**src/led_seq_pkg.sv**
```systemverilog
// shared constants and types of the indicator sequencer
package led_seq_pkg;

   // ------------------------------------------------------------
   // clock and time base
   // ------------------------------------------------------------
   localparam int CLK_PERIOD_PS = 4000;
   localparam int TICK_US = 1000;
   localparam int TICK_CYCLES = TICK_US * 1000000 / CLK_PERIOD_PS;

   // ------------------------------------------------------------
   // blink timing in milliseconds
   // ------------------------------------------------------------
   localparam logic [11:0] BLINK5_HALF_MS = 12'h064;
   localparam logic [11:0] BLINK1_HALF_MS = 12'h1F4;
   localparam logic [11:0] STEP_MS = 12'h0FA;
   localparam logic [11:0] CODE_ON_MS = 12'h0C8;
   localparam logic [11:0] CODE_OFF_MS = 12'h0C8;
   localparam logic [11:0] DIGIT_PAUSE_MS = 12'h320;
   localparam logic [11:0] CODE_GAP_MS = 12'h7D0;
   localparam logic [7:0] ACT_PERIOD_MS = 8'hC8;
   localparam logic [7:0] ACT_DARK_MS = 8'h64;
   localparam logic [7:0] ERR_BLINK_MS = 8'hC8;

   // ------------------------------------------------------------
   // led colours
   // ------------------------------------------------------------
   localparam logic [1:0] COL_OFF = 2'h0;
   localparam logic [1:0] COL_GREEN = 2'h1;
   localparam logic [1:0] COL_YELLOW = 2'h2;
   localparam logic [1:0] COL_ORANGE = 2'h3;

   // ------------------------------------------------------------
   // register map
   // ------------------------------------------------------------
   localparam logic [11:0] OFS_CTRL = 12'h000;
   localparam logic [11:0] OFS_STATE = 12'h004;
   localparam logic [11:0] OFS_IRQ_STATUS = 12'h008;
   localparam logic [11:0] OFS_IRQ_CLEAR = 12'h00C;
   localparam logic [11:0] OFS_IRQ_ENABLE = 12'h010;
   localparam int CTRL_READY_BIT = 0;
   localparam int CTRL_MONITOR_BIT = 1;
   localparam int IRQ_OPER_BIT = 0;
   localparam int IRQ_MONITOR_BIT = 1;
   localparam int IRQ_HUB_BIT = 2;
   localparam int IRQ_SERIAL_BIT = 3;
   localparam logic [1:0] CTRL_RESET = 2'h0;
   localparam logic [3:0] IRQ_RESET = 4'h0;
   localparam logic [1:0] RESP_OKAY = 2'h0;
   localparam logic [1:0] RESP_SLVERR = 2'h2;

   // ------------------------------------------------------------
   // state types
   // ------------------------------------------------------------
   typedef enum logic [1:0] {ST_SELFTEST, ST_OPER, ST_MONITOR} ind_state_t;
   typedef enum logic [1:0] {CG_IDLE, CG_ON, CG_OFF, CG_PAUSE} code_state_t;

endpackage

```
**src/blink_code_if.sv**
```systemverilog
// link between the sequencer and the error code blinker
`timescale 1ns/1ps
interface blink_code_if;
   logic tick;
   logic enable;
   logic [7:0] code;
   logic led_on;
   modport gen (input tick, input enable, input code, output led_on);
   modport user (output tick, output enable, output code, input led_on);
endinterface

```
**src/blink_code_gen.sv**
```systemverilog
// two digit hex error code blinker
`timescale 1ns/1ps
module blink_code_gen (
   input wire logic aclk,
   input wire logic aresetn,
   blink_code_if.gen bus
);

   led_seq_pkg::code_state_t state_reg, state_next;
   logic dig_reg, dig_next;
   logic [3:0] left_reg, left_next;
   logic [11:0] tmr_reg, tmr_next;
   logic led_reg;

   wire expire = bus.tick && (tmr_reg == 12'h000);
   wire [3:0] new_digit = dig_reg ? bus.code[7:4] : bus.code[3:0];
   wire [11:0] end_pause = dig_reg ? led_seq_pkg::CODE_GAP_MS : led_seq_pkg::DIGIT_PAUSE_MS;
   wire [11:0] skip_pause = dig_reg ? led_seq_pkg::DIGIT_PAUSE_MS : led_seq_pkg::CODE_GAP_MS;

   // first digit, pause, second digit, long gap, again
   always_comb begin
      state_next = state_reg;
      dig_next = dig_reg;
      left_next = left_reg;
      tmr_next = (bus.tick && tmr_reg != 12'h000) ? tmr_reg - 12'h001 : tmr_reg;
      case (state_reg)
         led_seq_pkg::CG_IDLE: begin
            dig_next = 1'b1;
            tmr_next = 12'h000;
            if (bus.enable) begin
               state_next = led_seq_pkg::CG_PAUSE;
            end
         end
         led_seq_pkg::CG_ON: begin
            if (expire && left_reg != 4'h0) begin
               state_next = led_seq_pkg::CG_OFF;
               tmr_next = led_seq_pkg::CODE_OFF_MS - 12'h001;
            end else if (expire) begin
               state_next = led_seq_pkg::CG_PAUSE;
               tmr_next = end_pause - 12'h001;
            end
         end
         led_seq_pkg::CG_OFF: begin
            if (expire) begin
               state_next = led_seq_pkg::CG_ON;
               left_next = left_reg - 4'h1;
               tmr_next = led_seq_pkg::CODE_ON_MS - 12'h001;
            end
         end
         led_seq_pkg::CG_PAUSE: begin
            if (expire) begin
               dig_next = ~dig_reg;
               if (new_digit != 4'h0) begin
                  state_next = led_seq_pkg::CG_ON;
                  left_next = new_digit - 4'h1;
                  tmr_next = led_seq_pkg::CODE_ON_MS - 12'h001;
               end else begin
                  tmr_next = skip_pause - 12'h001;
               end
            end
         end
         default: begin
            state_next = led_seq_pkg::CG_IDLE;
         end
      endcase
      if (!bus.enable) begin
         state_next = led_seq_pkg::CG_IDLE;
      end
   end

   always_ff @(posedge aclk) begin
      if (!aresetn) begin
         state_reg <= led_seq_pkg::CG_IDLE;
         dig_reg <= 1'b1;
         left_reg <= 4'h0;
         tmr_reg <= 12'h000;
         led_reg <= 1'b0;
      end else begin
         state_reg <= state_next;
         dig_reg <= dig_next;
         left_reg <= left_next;
         tmr_reg <= tmr_next;
         led_reg <= (state_next == led_seq_pkg::CG_ON);
      end
   end

   assign bus.led_on = led_reg;

endmodule

```
**src/status_led_indicator_sequencer.sv**
```systemverilog
// front panel indicator sequencer with axi4-lite registers
//
// Implementation choices: the placing of the registers and the AXI4-Lite slave port.
`timescale 1ns/1ps

module status_led_indicator_sequencer #(
   parameter int HUB_PORTS = 4,
   parameter int SERIAL_PORTS = 8,
   parameter int ADDR_W = 12,
   parameter int TICK_CYCLES = led_seq_pkg::TICK_CYCLES
) (
   input wire logic aclk,
   input wire logic aresetn,
   input wire logic [ADDR_W-1:0] s_axi_awaddr,
   input wire logic s_axi_awvalid,
   output logic s_axi_awready,
   input wire logic [31:0] s_axi_wdata,
   input wire logic [3:0] s_axi_wstrb,
   input wire logic s_axi_wvalid,
   output logic s_axi_wready,
   output logic [1:0] s_axi_bresp,
   output logic s_axi_bvalid,
   input wire logic s_axi_bready,
   input wire logic [ADDR_W-1:0] s_axi_araddr,
   input wire logic s_axi_arvalid,
   output logic s_axi_arready,
   output logic [31:0] s_axi_rdata,
   output logic [1:0] s_axi_rresp,
   output logic s_axi_rvalid,
   input wire logic s_axi_rready,
   input wire logic selftest_done,
   input wire logic selftest_fatal,
   input wire logic [7:0] fatal_code,
   input wire logic debug_button,
   input wire logic cfg_fallback,
   input wire logic hub_fail,
   input wire logic [HUB_PORTS-1:0] hub_selftest_err,
   input wire logic [HUB_PORTS-1:0] hub_rate_err,
   input wire logic [HUB_PORTS-1:0] hub_polarity_err,
   input wire logic [HUB_PORTS-1:0] hub_link,
   input wire logic [SERIAL_PORTS-1:0] serial_selftest_err,
   input wire logic [SERIAL_PORTS-1:0] serial_open,
   input wire logic [SERIAL_PORTS-1:0] serial_activity,
   input wire logic [SERIAL_PORTS-1:0] serial_line_err,
   input wire logic [SERIAL_PORTS-1:0] serial_op_err,
   output logic [1:0] unit_led,
   output logic [2*HUB_PORTS-1:0] hub_led,
   output logic [2*SERIAL_PORTS-1:0] serial_led,
   output logic irq
);

   // ------------------------------------------------------------
   // address decode
   // ------------------------------------------------------------
   function automatic logic [2:0] reg_index(input logic [ADDR_W-1:0] addr);
      logic [11:0] a;
      a = 12'(addr);
      case (a)
         led_seq_pkg::OFS_CTRL: reg_index = 3'h1;
         led_seq_pkg::OFS_STATE: reg_index = 3'h2;
         led_seq_pkg::OFS_IRQ_STATUS: reg_index = 3'h3;
         led_seq_pkg::OFS_IRQ_CLEAR: reg_index = 3'h4;
         led_seq_pkg::OFS_IRQ_ENABLE: reg_index = 3'h5;
         default: reg_index = 3'h0;
      endcase
   endfunction

   // ------------------------------------------------------------
   // bus slave state
   // ------------------------------------------------------------
   logic awready_reg, wready_reg, bvalid_reg, arready_reg, rvalid_reg;
   logic [ADDR_W-1:0] awaddr_reg;
   logic [31:0] wdata_reg, rdata_reg;
   logic [3:0] wstrb_reg;
   logic [1:0] bresp_reg, rresp_reg;
   logic [1:0] ctrl_reg;
   logic [3:0] irq_status_reg, irq_enable_reg;
   logic irq_reg;

   wire do_write = !awready_reg && !wready_reg && !bvalid_reg;
   wire [2:0] wr_idx = reg_index(awaddr_reg);
   wire [2:0] rd_idx = reg_index(s_axi_araddr);
   wire wr_lane0 = do_write && wstrb_reg[0];
   wire wr_ctrl = wr_lane0 && (wr_idx == 3'h1);
   wire wr_clear = wr_lane0 && (wr_idx == 3'h4);
   wire wr_enable = wr_lane0 && (wr_idx == 3'h5);
   wire wr_ok = (wr_idx == 3'h1) || (wr_idx == 3'h4) || (wr_idx == 3'h5);
   wire rd_take = s_axi_arvalid && arready_reg;

   // ------------------------------------------------------------
   // millisecond tick and blink phases
   // ------------------------------------------------------------
   logic [31:0] tick_cnt_reg;
   logic tick_reg;
   logic [2:0] phase_reg;
   logic [2:0] phase_wrap;
   logic [1:0] step_reg;
   localparam logic [11:0] PHASE_LEN [3] = '{led_seq_pkg::BLINK5_HALF_MS,
      led_seq_pkg::BLINK1_HALF_MS, led_seq_pkg::STEP_MS};

   wire tick_end = (tick_cnt_reg == 32'(TICK_CYCLES - 1));

   always_ff @(posedge aclk) begin
      if (!aresetn) begin
         tick_cnt_reg <= 32'h00000000;
         tick_reg <= 1'b0;
         step_reg <= 2'h0;
      end else begin
         tick_cnt_reg <= tick_end ? 32'h00000000 : tick_cnt_reg + 32'h00000001;
         tick_reg <= tick_end;
         step_reg <= phase_wrap[2] ? step_reg + 2'h1 : step_reg;
      end
   end

   genvar g;
   generate
      for (g = 0; g < 3; g++) begin : g_phase
         logic [11:0] cnt_reg;
         logic ph_reg;
         assign phase_wrap[g] = tick_reg && (cnt_reg == PHASE_LEN[g] - 12'h001);
         assign phase_reg[g] = ph_reg;
         always_ff @(posedge aclk) begin
            if (!aresetn) begin
               cnt_reg <= 12'h000;
               ph_reg <= 1'b0;
            end else begin
               cnt_reg <= phase_wrap[g] ? 12'h000 : (tick_reg ? cnt_reg + 12'h001 : cnt_reg);
               ph_reg <= phase_wrap[g] ? ~ph_reg : ph_reg;
            end
         end
      end
   endgenerate

   wire blink5 = phase_reg[0];
   wire blink1 = phase_reg[1];

   // ------------------------------------------------------------
   // operating state
   // ------------------------------------------------------------
   led_seq_pkg::ind_state_t state_reg, state_next;
   logic fatal_reg;
   logic [7:0] code_reg;
   logic debug_d_reg, hub_fail_d_reg;

   wire debug_press = debug_button && !debug_d_reg;
   wire force_mon = debug_press || ctrl_reg[led_seq_pkg::CTRL_MONITOR_BIT];
   wire fatal_hit = (state_reg == led_seq_pkg::ST_SELFTEST) && selftest_fatal;
   wire is_oper = (state_reg == led_seq_pkg::ST_OPER);
   wire is_self = (state_reg == led_seq_pkg::ST_SELFTEST);
   wire mon_fatal = (state_reg == led_seq_pkg::ST_MONITOR) && fatal_reg;
   wire ready_use = ctrl_reg[led_seq_pkg::CTRL_READY_BIT];

   always_comb begin
      state_next = state_reg;
      case (state_reg)
         led_seq_pkg::ST_SELFTEST: begin
            if (selftest_fatal || force_mon) begin
               state_next = led_seq_pkg::ST_MONITOR;
            end else if (selftest_done) begin
               state_next = led_seq_pkg::ST_OPER;
            end
         end
         led_seq_pkg::ST_OPER: begin
            if (force_mon) begin
               state_next = led_seq_pkg::ST_MONITOR;
            end
         end
         led_seq_pkg::ST_MONITOR: state_next = led_seq_pkg::ST_MONITOR;
         default: state_next = led_seq_pkg::ST_SELFTEST;
      endcase
   end

   blink_code_if code_bus ();
   assign code_bus.tick = tick_reg;
   assign code_bus.enable = mon_fatal;
   assign code_bus.code = code_reg;

   blink_code_gen u_code (
      .aclk(aclk),
      .aresetn(aresetn),
      .bus(code_bus)
   );

   // ------------------------------------------------------------
   // unit status led
   // ------------------------------------------------------------
   wire [1:0] oper_unit =
      (hub_fail && cfg_fallback) ? (blink1 ? led_seq_pkg::COL_ORANGE : led_seq_pkg::COL_YELLOW) :
      hub_fail ? (blink1 ? led_seq_pkg::COL_ORANGE : led_seq_pkg::COL_OFF) :
      cfg_fallback ? (blink1 ? led_seq_pkg::COL_GREEN : led_seq_pkg::COL_YELLOW) :
      (ready_use && !blink1) ? led_seq_pkg::COL_OFF : led_seq_pkg::COL_GREEN;
   wire [1:0] fast_yellow = blink5 ? led_seq_pkg::COL_YELLOW : led_seq_pkg::COL_OFF;
   wire [1:0] code_col = code_bus.led_on ? led_seq_pkg::COL_ORANGE : led_seq_pkg::COL_OFF;
   wire [1:0] unit_next = is_self ? fast_yellow : is_oper ? oper_unit : fatal_reg ? code_col : fast_yellow;

   // ------------------------------------------------------------
   // hub port leds
   // ------------------------------------------------------------
   logic [2*HUB_PORTS-1:0] hub_next;
   generate
      for (g = 0; g < HUB_PORTS; g++) begin : g_hub
         wire [1:0] cyc = (step_reg == 2'h1) ? led_seq_pkg::COL_ORANGE : led_seq_pkg::COL_OFF;
         wire [1:0] self_col = hub_selftest_err[g] ? led_seq_pkg::COL_ORANGE : cyc;
         wire fault = hub_rate_err[g] || hub_polarity_err[g];
         wire [1:0] run_col = fault ? led_seq_pkg::COL_ORANGE :
            hub_link[g] ? led_seq_pkg::COL_GREEN : led_seq_pkg::COL_OFF;
         assign hub_next[2*g+1:2*g] = is_self ? self_col : mon_fatal ? led_seq_pkg::COL_ORANGE : run_col;
      end
   endgenerate

   // ------------------------------------------------------------
   // serial port leds
   // ------------------------------------------------------------
   logic [2*SERIAL_PORTS-1:0] serial_next;
   generate
      for (g = 0; g < SERIAL_PORTS; g++) begin : g_ser
         logic [7:0] act_reg, err_reg;
         wire act_start = serial_activity[g] && (act_reg == 8'h00);
         wire act_dark = act_reg > led_seq_pkg::ACT_DARK_MS;
         wire err_start = is_oper && serial_open[g] && serial_line_err[g];
         wire [1:0] cyc = (step_reg == 2'h1) ? led_seq_pkg::COL_GREEN :
            (step_reg == 2'h2) ? led_seq_pkg::COL_ORANGE : led_seq_pkg::COL_OFF;
         wire [1:0] self_col = serial_selftest_err[g] ? led_seq_pkg::COL_ORANGE : cyc;
         wire [1:0] run_col = !serial_open[g] ? led_seq_pkg::COL_OFF :
            act_dark ? led_seq_pkg::COL_OFF :
            serial_op_err[g] ? led_seq_pkg::COL_ORANGE :
            (err_reg != 8'h00) ? led_seq_pkg::COL_ORANGE : led_seq_pkg::COL_GREEN;
         wire [1:0] mon_col = fatal_reg ? led_seq_pkg::COL_ORANGE : led_seq_pkg::COL_OFF;
         assign serial_next[2*g+1:2*g] = is_self ? self_col : is_oper ? run_col : mon_col;
         always_ff @(posedge aclk) begin
            if (!aresetn) begin
               act_reg <= 8'h00;
               err_reg <= 8'h00;
            end else begin
               act_reg <= act_start ? led_seq_pkg::ACT_PERIOD_MS :
                  (tick_reg && act_reg != 8'h00) ? act_reg - 8'h01 : act_reg;
               err_reg <= err_start ? led_seq_pkg::ERR_BLINK_MS :
                  (tick_reg && err_reg != 8'h00) ? err_reg - 8'h01 : err_reg;
            end
         end
      end
   endgenerate

   // ------------------------------------------------------------
   // interrupt events
   // ------------------------------------------------------------
   logic [3:0] irq_event;
   assign irq_event[led_seq_pkg::IRQ_OPER_BIT] = is_self && (state_next == led_seq_pkg::ST_OPER);
   assign irq_event[led_seq_pkg::IRQ_MONITOR_BIT] = !(state_reg == led_seq_pkg::ST_MONITOR) &&
      (state_next == led_seq_pkg::ST_MONITOR);
   assign irq_event[led_seq_pkg::IRQ_HUB_BIT] = hub_fail && !hub_fail_d_reg;
   assign irq_event[led_seq_pkg::IRQ_SERIAL_BIT] = is_oper && |(serial_line_err & serial_open);

   wire [3:0] clr_mask = wr_clear ? wdata_reg[3:0] : 4'h0;
   wire [3:0] irq_status_next = irq_event | (irq_status_reg & ~clr_mask);

   // ------------------------------------------------------------
   // read data
   // ------------------------------------------------------------
   wire [31:0] state_word = {14'h0000, unit_led, code_reg, 5'h00, fatal_reg, 2'(state_reg)};
   wire [31:0] rd_word = (rd_idx == 3'h1) ? {30'h00000000, ctrl_reg} :
      (rd_idx == 3'h2) ? state_word :
      (rd_idx == 3'h3) ? {28'h0000000, irq_status_reg} :
      (rd_idx == 3'h5) ? {28'h0000000, irq_enable_reg} : 32'h00000000;
   wire rd_ok = (rd_idx != 3'h0);

   // ------------------------------------------------------------
   // registers
   // ------------------------------------------------------------
   always_ff @(posedge aclk) begin
      if (!aresetn) begin
         state_reg <= led_seq_pkg::ST_SELFTEST;
         fatal_reg <= 1'b0;
         code_reg <= 8'h00;
         debug_d_reg <= 1'b0;
         hub_fail_d_reg <= 1'b0;
         unit_led <= led_seq_pkg::COL_OFF;
         hub_led <= '0;
         serial_led <= '0;
      end else begin
         state_reg <= state_next;
         fatal_reg <= fatal_reg || fatal_hit;
         code_reg <= fatal_hit ? fatal_code : code_reg;
         debug_d_reg <= debug_button;
         hub_fail_d_reg <= hub_fail;
         unit_led <= unit_next;
         hub_led <= hub_next;
         serial_led <= serial_next;
      end
   end

   always_ff @(posedge aclk) begin
      if (!aresetn) begin
         ctrl_reg <= led_seq_pkg::CTRL_RESET;
         irq_status_reg <= led_seq_pkg::IRQ_RESET;
         irq_enable_reg <= led_seq_pkg::IRQ_RESET;
         irq_reg <= 1'b0;
      end else begin
         ctrl_reg <= wr_ctrl ? wdata_reg[1:0] : ctrl_reg;
         irq_status_reg <= irq_status_next;
         irq_enable_reg <= wr_enable ? wdata_reg[3:0] : irq_enable_reg;
         irq_reg <= |(irq_status_next & (wr_enable ? wdata_reg[3:0] : irq_enable_reg));
      end
   end

   always_ff @(posedge aclk) begin
      if (!aresetn) begin
         awready_reg <= 1'b1;
         wready_reg <= 1'b1;
         bvalid_reg <= 1'b0;
         bresp_reg <= led_seq_pkg::RESP_OKAY;
         awaddr_reg <= '0;
         wdata_reg <= 32'h00000000;
         wstrb_reg <= 4'h0;
      end else begin
         if (s_axi_awvalid && awready_reg) begin
            awaddr_reg <= s_axi_awaddr;
            awready_reg <= 1'b0;
         end
         if (s_axi_wvalid && wready_reg) begin
            wdata_reg <= s_axi_wdata;
            wstrb_reg <= s_axi_wstrb;
            wready_reg <= 1'b0;
         end
         if (do_write) begin
            bvalid_reg <= 1'b1;
            bresp_reg <= wr_ok ? led_seq_pkg::RESP_OKAY : led_seq_pkg::RESP_SLVERR;
         end
         if (bvalid_reg && s_axi_bready) begin
            bvalid_reg <= 1'b0;
            awready_reg <= 1'b1;
            wready_reg <= 1'b1;
         end
      end
   end

   always_ff @(posedge aclk) begin
      if (!aresetn) begin
         arready_reg <= 1'b1;
         rvalid_reg <= 1'b0;
         rdata_reg <= 32'h00000000;
         rresp_reg <= led_seq_pkg::RESP_OKAY;
      end else if (rd_take) begin
         arready_reg <= 1'b0;
         rvalid_reg <= 1'b1;
         rdata_reg <= rd_word;
         rresp_reg <= rd_ok ? led_seq_pkg::RESP_OKAY : led_seq_pkg::RESP_SLVERR;
      end else if (rvalid_reg && s_axi_rready) begin
         arready_reg <= 1'b1;
         rvalid_reg <= 1'b0;
      end
   end

   assign s_axi_awready = awready_reg;
   assign s_axi_wready = wready_reg;
   assign s_axi_bvalid = bvalid_reg;
   assign s_axi_bresp = bresp_reg;
   assign s_axi_arready = arready_reg;
   assign s_axi_rvalid = rvalid_reg;
   assign s_axi_rdata = rdata_reg;
   assign s_axi_rresp = rresp_reg;
   assign irq = irq_reg;

endmodule

```
**config.mk**
```make
export PLATFORM = sky130hd
export DESIGN_NAME = status_led_indicator_sequencer
export DESIGN_NICKNAME = d
export VERILOG_FILES = /design/src/led_seq_pkg.sv /design/src/blink_code_if.sv /design/src/blink_code_gen.sv /design/src/status_led_indicator_sequencer.sv
export SDC_FILE = /design/constraint.sdc
export NUM_CORES = 1
export LEC_CHECK = 0
export BUFFER_PORTS_ARGS = -buffer_cell sky130_fd_sc_hd__buf_2
export CAP_MARGIN = 20
export CORE_ASPECT_RATIO = 0.7
export CORE_MARGIN = 2
export CORE_UTILIZATION = 40
export DETAILED_ROUTE_END_ITERATION = 16
export PLACE_DENSITY_LB_ADDON = 0.05
export SYNTH_ARGS = -nofsm -noshare
export SYNTH_HDL_FRONTEND = slang
export SYNTH_SLANG_ARGS = --single-unit
```
**constraint.sdc**
```tcl
create_clock -name aclk -period 5.8 [get_ports aclk]
set_input_delay 1.74 -clock aclk [delete_from_list [all_inputs] [get_ports aclk]]
set_output_delay 1.74 -clock aclk [all_outputs]
set_load 0.02 [all_outputs]
```
==> results of run 1 <==
[synthesized netlist by cell type (18+ instances only)]
library cell,instances
inv_1,49
nor2_1,217
buf_4,23
o21ai_0,42
a211oi_1,28
nor3_1,48
ha_1,37
nor4_1,27
a21oi_1,116
xor2_1,95
clkbuf_1,48
and3_1,23
dfxtp_1,309
nand3_1,64
or3_1,27
nand4_1,18
xnor2_1,54
nand2_1,166
[metal layers]
metal | vias up | part of all wire [%]
li1 | 6010 | -
met5 | - | 0.029
met4 | 2 | 2.1
met1 | 5369 | 52
met2 | 196 | 41
met3 | 51 | 4.5
[cells by family (layout without fill, tap and decap cells)]
logic type | Yosys count | count (layout) | synth area share (%)
AND/OR/NAND/NOR | 713 | 713 | 25.39
flip-flops | 309 | 309 | 43.79
AO/OA/AOI/OAI | 284 | 284 | 13.09
XOR/XNOR | 149 | 149 | 9.237
buffers and inverters | 125 | 270 | 3.941
adder cells (fa/ha/maj) | 37 | 37 | 3.277
multiplexers | 17 | 17 | 1.249
other | 1 | 21 | 0.02654
[power by group]
part | internal, mW | switching (mW)
logic | 0.140 | 0.234
registers | 2.19 | 0.0626
clock network | 1.29 | 0.859
total | 3.62 | 1.15
[worst max-delay path: stages]
cell	delay, ps
buf_2	100
nor4_1	260
nand3_1	280
nor4_2	930
a22oi_1	150
nor2_1	140
[final timing paths]
kind         slack, ps                  startpoint                                to
min reg2reg        450  awaddr_reg[6]$_SDFFE_PN0P_        awaddr_reg[6]$_SDFFE_PN0P_
min                450  awaddr_reg[6]$_SDFFE_PN0P_        awaddr_reg[6]$_SDFFE_PN0P_
max reg2reg       3230    code_bus.tick$_SDFF_PN0_  g_ser[3].act_reg[7]$_SDFFE_PN0P_
max               2650             s_axi_araddr[7]      s_axi_rdata[11]$_SDFFE_PN0P_
[per-stage QoR]
stage / util (%) / hold slack, ps / instances / worst slack [ps]
floorplan: - / 426.1 / 1654 / 2725
global placement: 43.92 / 444.0 / 2211 / 2126
detailed placement: 43.92 / 447.5 / 2211 / 2136
CTS: 47.14 / 455.4 / 2271 / 2679
global route: 47.14 / 475.2 / 2271 / 2371
finish: 47.15 / 453.8 / 2272 / 2655
[cell type report]
class                           instances  share of cell area, %
Tap cell                              472                  3.607
Timing Repair Buffer                  159                  4.967
Clock inverter                          3                0.09169
Sequential cell                       309                  37.78
Multi-Input combinational cell       1220                  45.63
Inverter                               51                  1.184
Antenna cell                            1                0.01528
Clock buffer                           57                  6.724
==> metrics.cfg, run 1 <==
[global_route]
busiest_layer=met1
gr-total-overflow=0
antenna_found_initial=2
grt_pass1_vias=10846
grt_pass1_wl_um=56480
met2_usage_pct=27.08
grt_max_degree=84
grtUsageMet3_pct=3.372
grt.total_usage_pct=18.53
grt_use_met1_pct=27.68

[sta]
tightest_slew_ps=1046
slew_violations=0
setup_viol=0
rsz0062_at_grt=no
fin_skew_ps=13.47
finalHoldViolations=0
fin_crit_ps=3145
max_freq_ghz=0.3179
fin_setup_tns_ps=0
slew_headroom_pct=29.72
final.period_utilization_pct=54.23

[floorplan]
dieArea_um2=36860
num_io_pins=204
die_y_um=161.2
initial_core_util_pct=40.68
core_um2=34730
fp-row-count=57
fp.dieW_um=228.6

[min_path]
worstHoldPathType=flop to flop
whs_path_depth=2

[synth]
ys_ff_latch=309
synthCells=1635
synth_warnings=0
async_flop_share_pct=0
ys_seq_area_share_pct=43.79
yosys-top-cells-area=dfxtp_1 (44%), xor2_1 (5.9%), nor2_1 (5.8%)
ys_types=66
synth_flop_cell=dfxtp_1
yosysTopAreaCell=dfxtp_1
synth_area_um2=14130
syn_area_per_cell_um2=8.641
synth_enable_flop_cells=0
yosys.area.top_type_share_pct=43.79

[pwr]
power.leakage_nw=6.213
total_power_mw=4.771
ir_worst_vdd_uv=153.3
powerDensity_nw_per_um2=291.4

[drt]
ant_nets=0
wirelength_um=34310
drc_errors=0
vias=11628
vias_per_cell=5.118
drt-pass1-iter-count=7
wl_per_cell_um=15.10
first_iter_violations=796

[placed_design]
place_congestion=0.7789
port_buffers=152
hpwl_um=24200
dpl-instance-area_um2=15260

[clock_network]
root_buffer=clkbuf_16
cts_buffer_depth=3
clkSinkCount=309
post-cts-setup-buffers=0
numCtsBuffers=34
ctsResizeCount=0
hold_buffers=0
clock_latency_ps=520
cts.htree.levels=2
cts_tree=done
path_clk_slew_ps=60

[layout]
fillers=3441
multiInputGateArea_um2=7472
layout_common_cells=dfxtp_1 (309), nor2_1 (217), nand2_1 (166), buf_2 (152), a21oi_1 (116)
drive_above_1_share_pct=14.06
seq_area_um2=6186
fin_nets=1948
final_common_cell=dfxtp_1
syn_to_final_growth_pct=15.91
fin_area_um2=16370

[critical_path]
start_kind=primary input
required_ps=6250
reg2regPathDepth=6
end_kind=flop
crit_type=primary input to flop
worstPathArrival_ps=3590
path_max_fanout=10

[status]
outcome=complete, no violations

[run]
drv_cap=0

Power figures use the tool's default switching activity.
==> run 2, diff against run 1 <==
Clock period 5.8 ns to 3.25 ns, I/O delays scaled along.
==> run 2 against run 1 <==
  * First-iteration DRC count down 21%
  * Global-route usage about the same
  * Critical path depth is the same
  * Clock power rose by 90%
  * Via count rose by 0.38%
  * Worst setup slack worse by 1900 ps
  * Highest routed layer is now met4
==> metrics.cfg, run 2 (synthesis gave the netlist of run 1 again) <==
[critical_path]
required_ps=3680  ; was 6250 ps
crit_chain=inv_2 -> a31oi_2 -> nand2_1 -> nor4b_1 -> nor3_1 -> a211oi_1  ; was buf_2 -> nor4_1 -> nand3_1 -> nor4_2 -> a22oi_1 -> nor2_1
path_buf_inv=1  ; unchanged
cp_num_cells=6  ; unchanged
start_kind=flop  ; was primary input
startpoint=code_bus.tick$_SDFF_PN0_  ; was s_axi_araddr[7]
end_kind=flop  ; unchanged
reg2regPathDepth=6  ; unchanged
crit_type=flop to flop  ; was primary input to flop
path_delay_family=compound AO/OA/AOI/OAI gates  ; was simple AND/OR/NAND/NOR gates
path_max_fanout=16  ; was 10
max_stage_delay_ps=660  ; was 930 ps
timing.rr.start=code_bus.tick$_SDFF_PN0_  ; unchanged
worstPathArrival_ps=2940  ; was 3590 ps
critPathSlowestCell=dfxtp_1  ; was nor4_2

[floorplan]
dieArea_um2=36860  ; unchanged
initial_core_util_pct=40.68  ; unchanged
die_y_um=161.2  ; unchanged
num_io_pins=204  ; unchanged
fp.dieW_um=228.6  ; unchanged
core_um2=34730  ; unchanged
fp-row-count=57  ; unchanged

[sta]
finalHoldViolations=0  ; unchanged
fin_skew_ps=22.24  ; was 13.47 ps
max_freq_ghz=0.3991
slew_headroom_pct=46.71  ; was 29.72%
final.period_utilization_pct=77.09
setup_ws_ps=744.7  ; was 2655 ps
tightest_slew_ps=789.4  ; was 1046 ps
slew_violations=0  ; unchanged
fin_crit_ps=2505
setup_viol=0  ; unchanged
rsz0062_at_grt=no  ; unchanged
fin_setup_tns_ps=0  ; unchanged
whs_ps=452.7  ; was 453.8 ps

[pwr]
ir_worst_vdd_uv=299.4  ; was 153.3 µV
total_power_mw=8.775  ; was 4.771 mW
power.leakage_nw=6.293  ; was 6.213 nW
powerDensity_nw_per_um2=531.0  ; was 291.4 nW/µm²

[drt]
first_iter_violations=631  ; was 796
vias=11672  ; was 11,628
wl_per_cell_um=15.13  ; was 15.10 µm
ant_nets=0  ; unchanged
drt-pass1-iter-count=5  ; was 7
wirelength_um=34490  ; was 34,310 µm
drc_errors=0  ; unchanged
vias_per_cell=5.122  ; was 5.118

[clock_network]
ctsResizeCount=0  ; unchanged
clkSinkCount=309  ; unchanged
cts_buffer_depth=3  ; unchanged
cts_tree=done  ; unchanged
root_buffer=clkbuf_16  ; unchanged
path_clk_slew_ps=60  ; about the same
numCtsBuffers=34  ; unchanged
clock_latency_ps=530  ; was 520 ps
cts.htree.levels=2  ; unchanged
post-cts-setup-buffers=0  ; unchanged
hold_buffers=0  ; unchanged

[min_path]
whs_path_depth=2  ; unchanged
worstHoldPathType=flop to flop  ; unchanged
hp-start=awaddr_reg[10]$_SDFFE_PN0P_  ; was awaddr_reg[6]$_SDFFE_PN0P_

[run]
drv_cap=0  ; unchanged

[placed_design]
dpl-instance-area_um2=15340  ; was 15,260 µm²
dp_worst_setup_slack_ps=646.1  ; was 2136 ps
place_congestion=0.7714  ; was 0.7789
port_buffers=152  ; unchanged
hpwl_um=24760  ; was 24,200 µm

[global_route]
grt_pass1_vias=10802  ; was 10,846
grt.total_usage_pct=18.48  ; was 18.53%
antenna_found_initial=0  ; was 2
gr-total-overflow=0  ; unchanged
grt_max_degree=47  ; was 84
grt_pass1_wl_um=56030  ; was 56,480 µm

[layout]
final_common_cell=dfxtp_1  ; unchanged
fin_area_um2=16530  ; was 16,370 µm²
n_antenna_cell=0  ; was 1
layout_common_cells=dfxtp_1 (309), nor2_1 (217), nand2_1 (166), buf_2 (152), a21oi_1 (116)  ; unchanged
fin_nets=1956  ; was 1,948
drive_above_1_share_pct=14.61  ; was 14.06%
syn_to_final_growth_pct=16.98  ; was 15.91%

[status]
outcome=complete, no violations  ; unchanged

## run 2: worst reg2reg max path: stages (launching register included)
cell and delay [ps]:
dfxtp_1 660, inv_2 410, a31oi_2 480, nand2_1 160, nor4b_1 420, nor3_1 90, a211oi_1 200
## run 2: final timing paths
kind / end / slack (ps)
min: awaddr_reg[10]$_SDFFE_PN0P_ / 450
min reg2reg: awaddr_reg[10]$_SDFFE_PN0P_ / 450
max: g_ser[6].act_reg[7]$_SDFFE_PN0P_ / 740
max reg2reg: g_ser[6].act_reg[7]$_SDFFE_PN0P_ / 740
## run 2: metal layers
layer / wire (µm) / GRT usage [%] / share of wire, % / up-vias
met4: 558 / 4.694 / 1.6 / 0
li1: - / - / - / 6020
met3: 1213 / 3.090 / 3.5 / 42
met2: 14540 / 27.73 / 42 / 161
met1: 18180 / 27.42 / 53 / 5449
met5: 0 / 0 / 0 / -
## run 2: layout make-up
type / count / area [µm²]
clock buffers: 49 / 998.5
clock inverters: 11 / 186.4
fillers: 3434 / 18210
inverters: 51 / 193.9
multi-input cells: 1220 / 7472
flip-flops and latches: 309 / 6186
well taps: 472 / 590.6
repair buffers: 167 / 898.4
## run 2: metrics by stage
stage                     std cells  utilization [%]
after floorplan                1654                -
after global placement         2219            44.17
after detailed placement       2219            44.17
after CTS                      2279            47.58
after global routing           2279            47.58
final                          2279            47.58
## run 2: where the power goes
part           internal (mW)  total [mW]  switching [mW]
combinational          0.257       0.677           0.420
clock                   2.53        4.08            1.55
sequential              3.90        4.01           0.111
total                   6.69        8.77            2.08
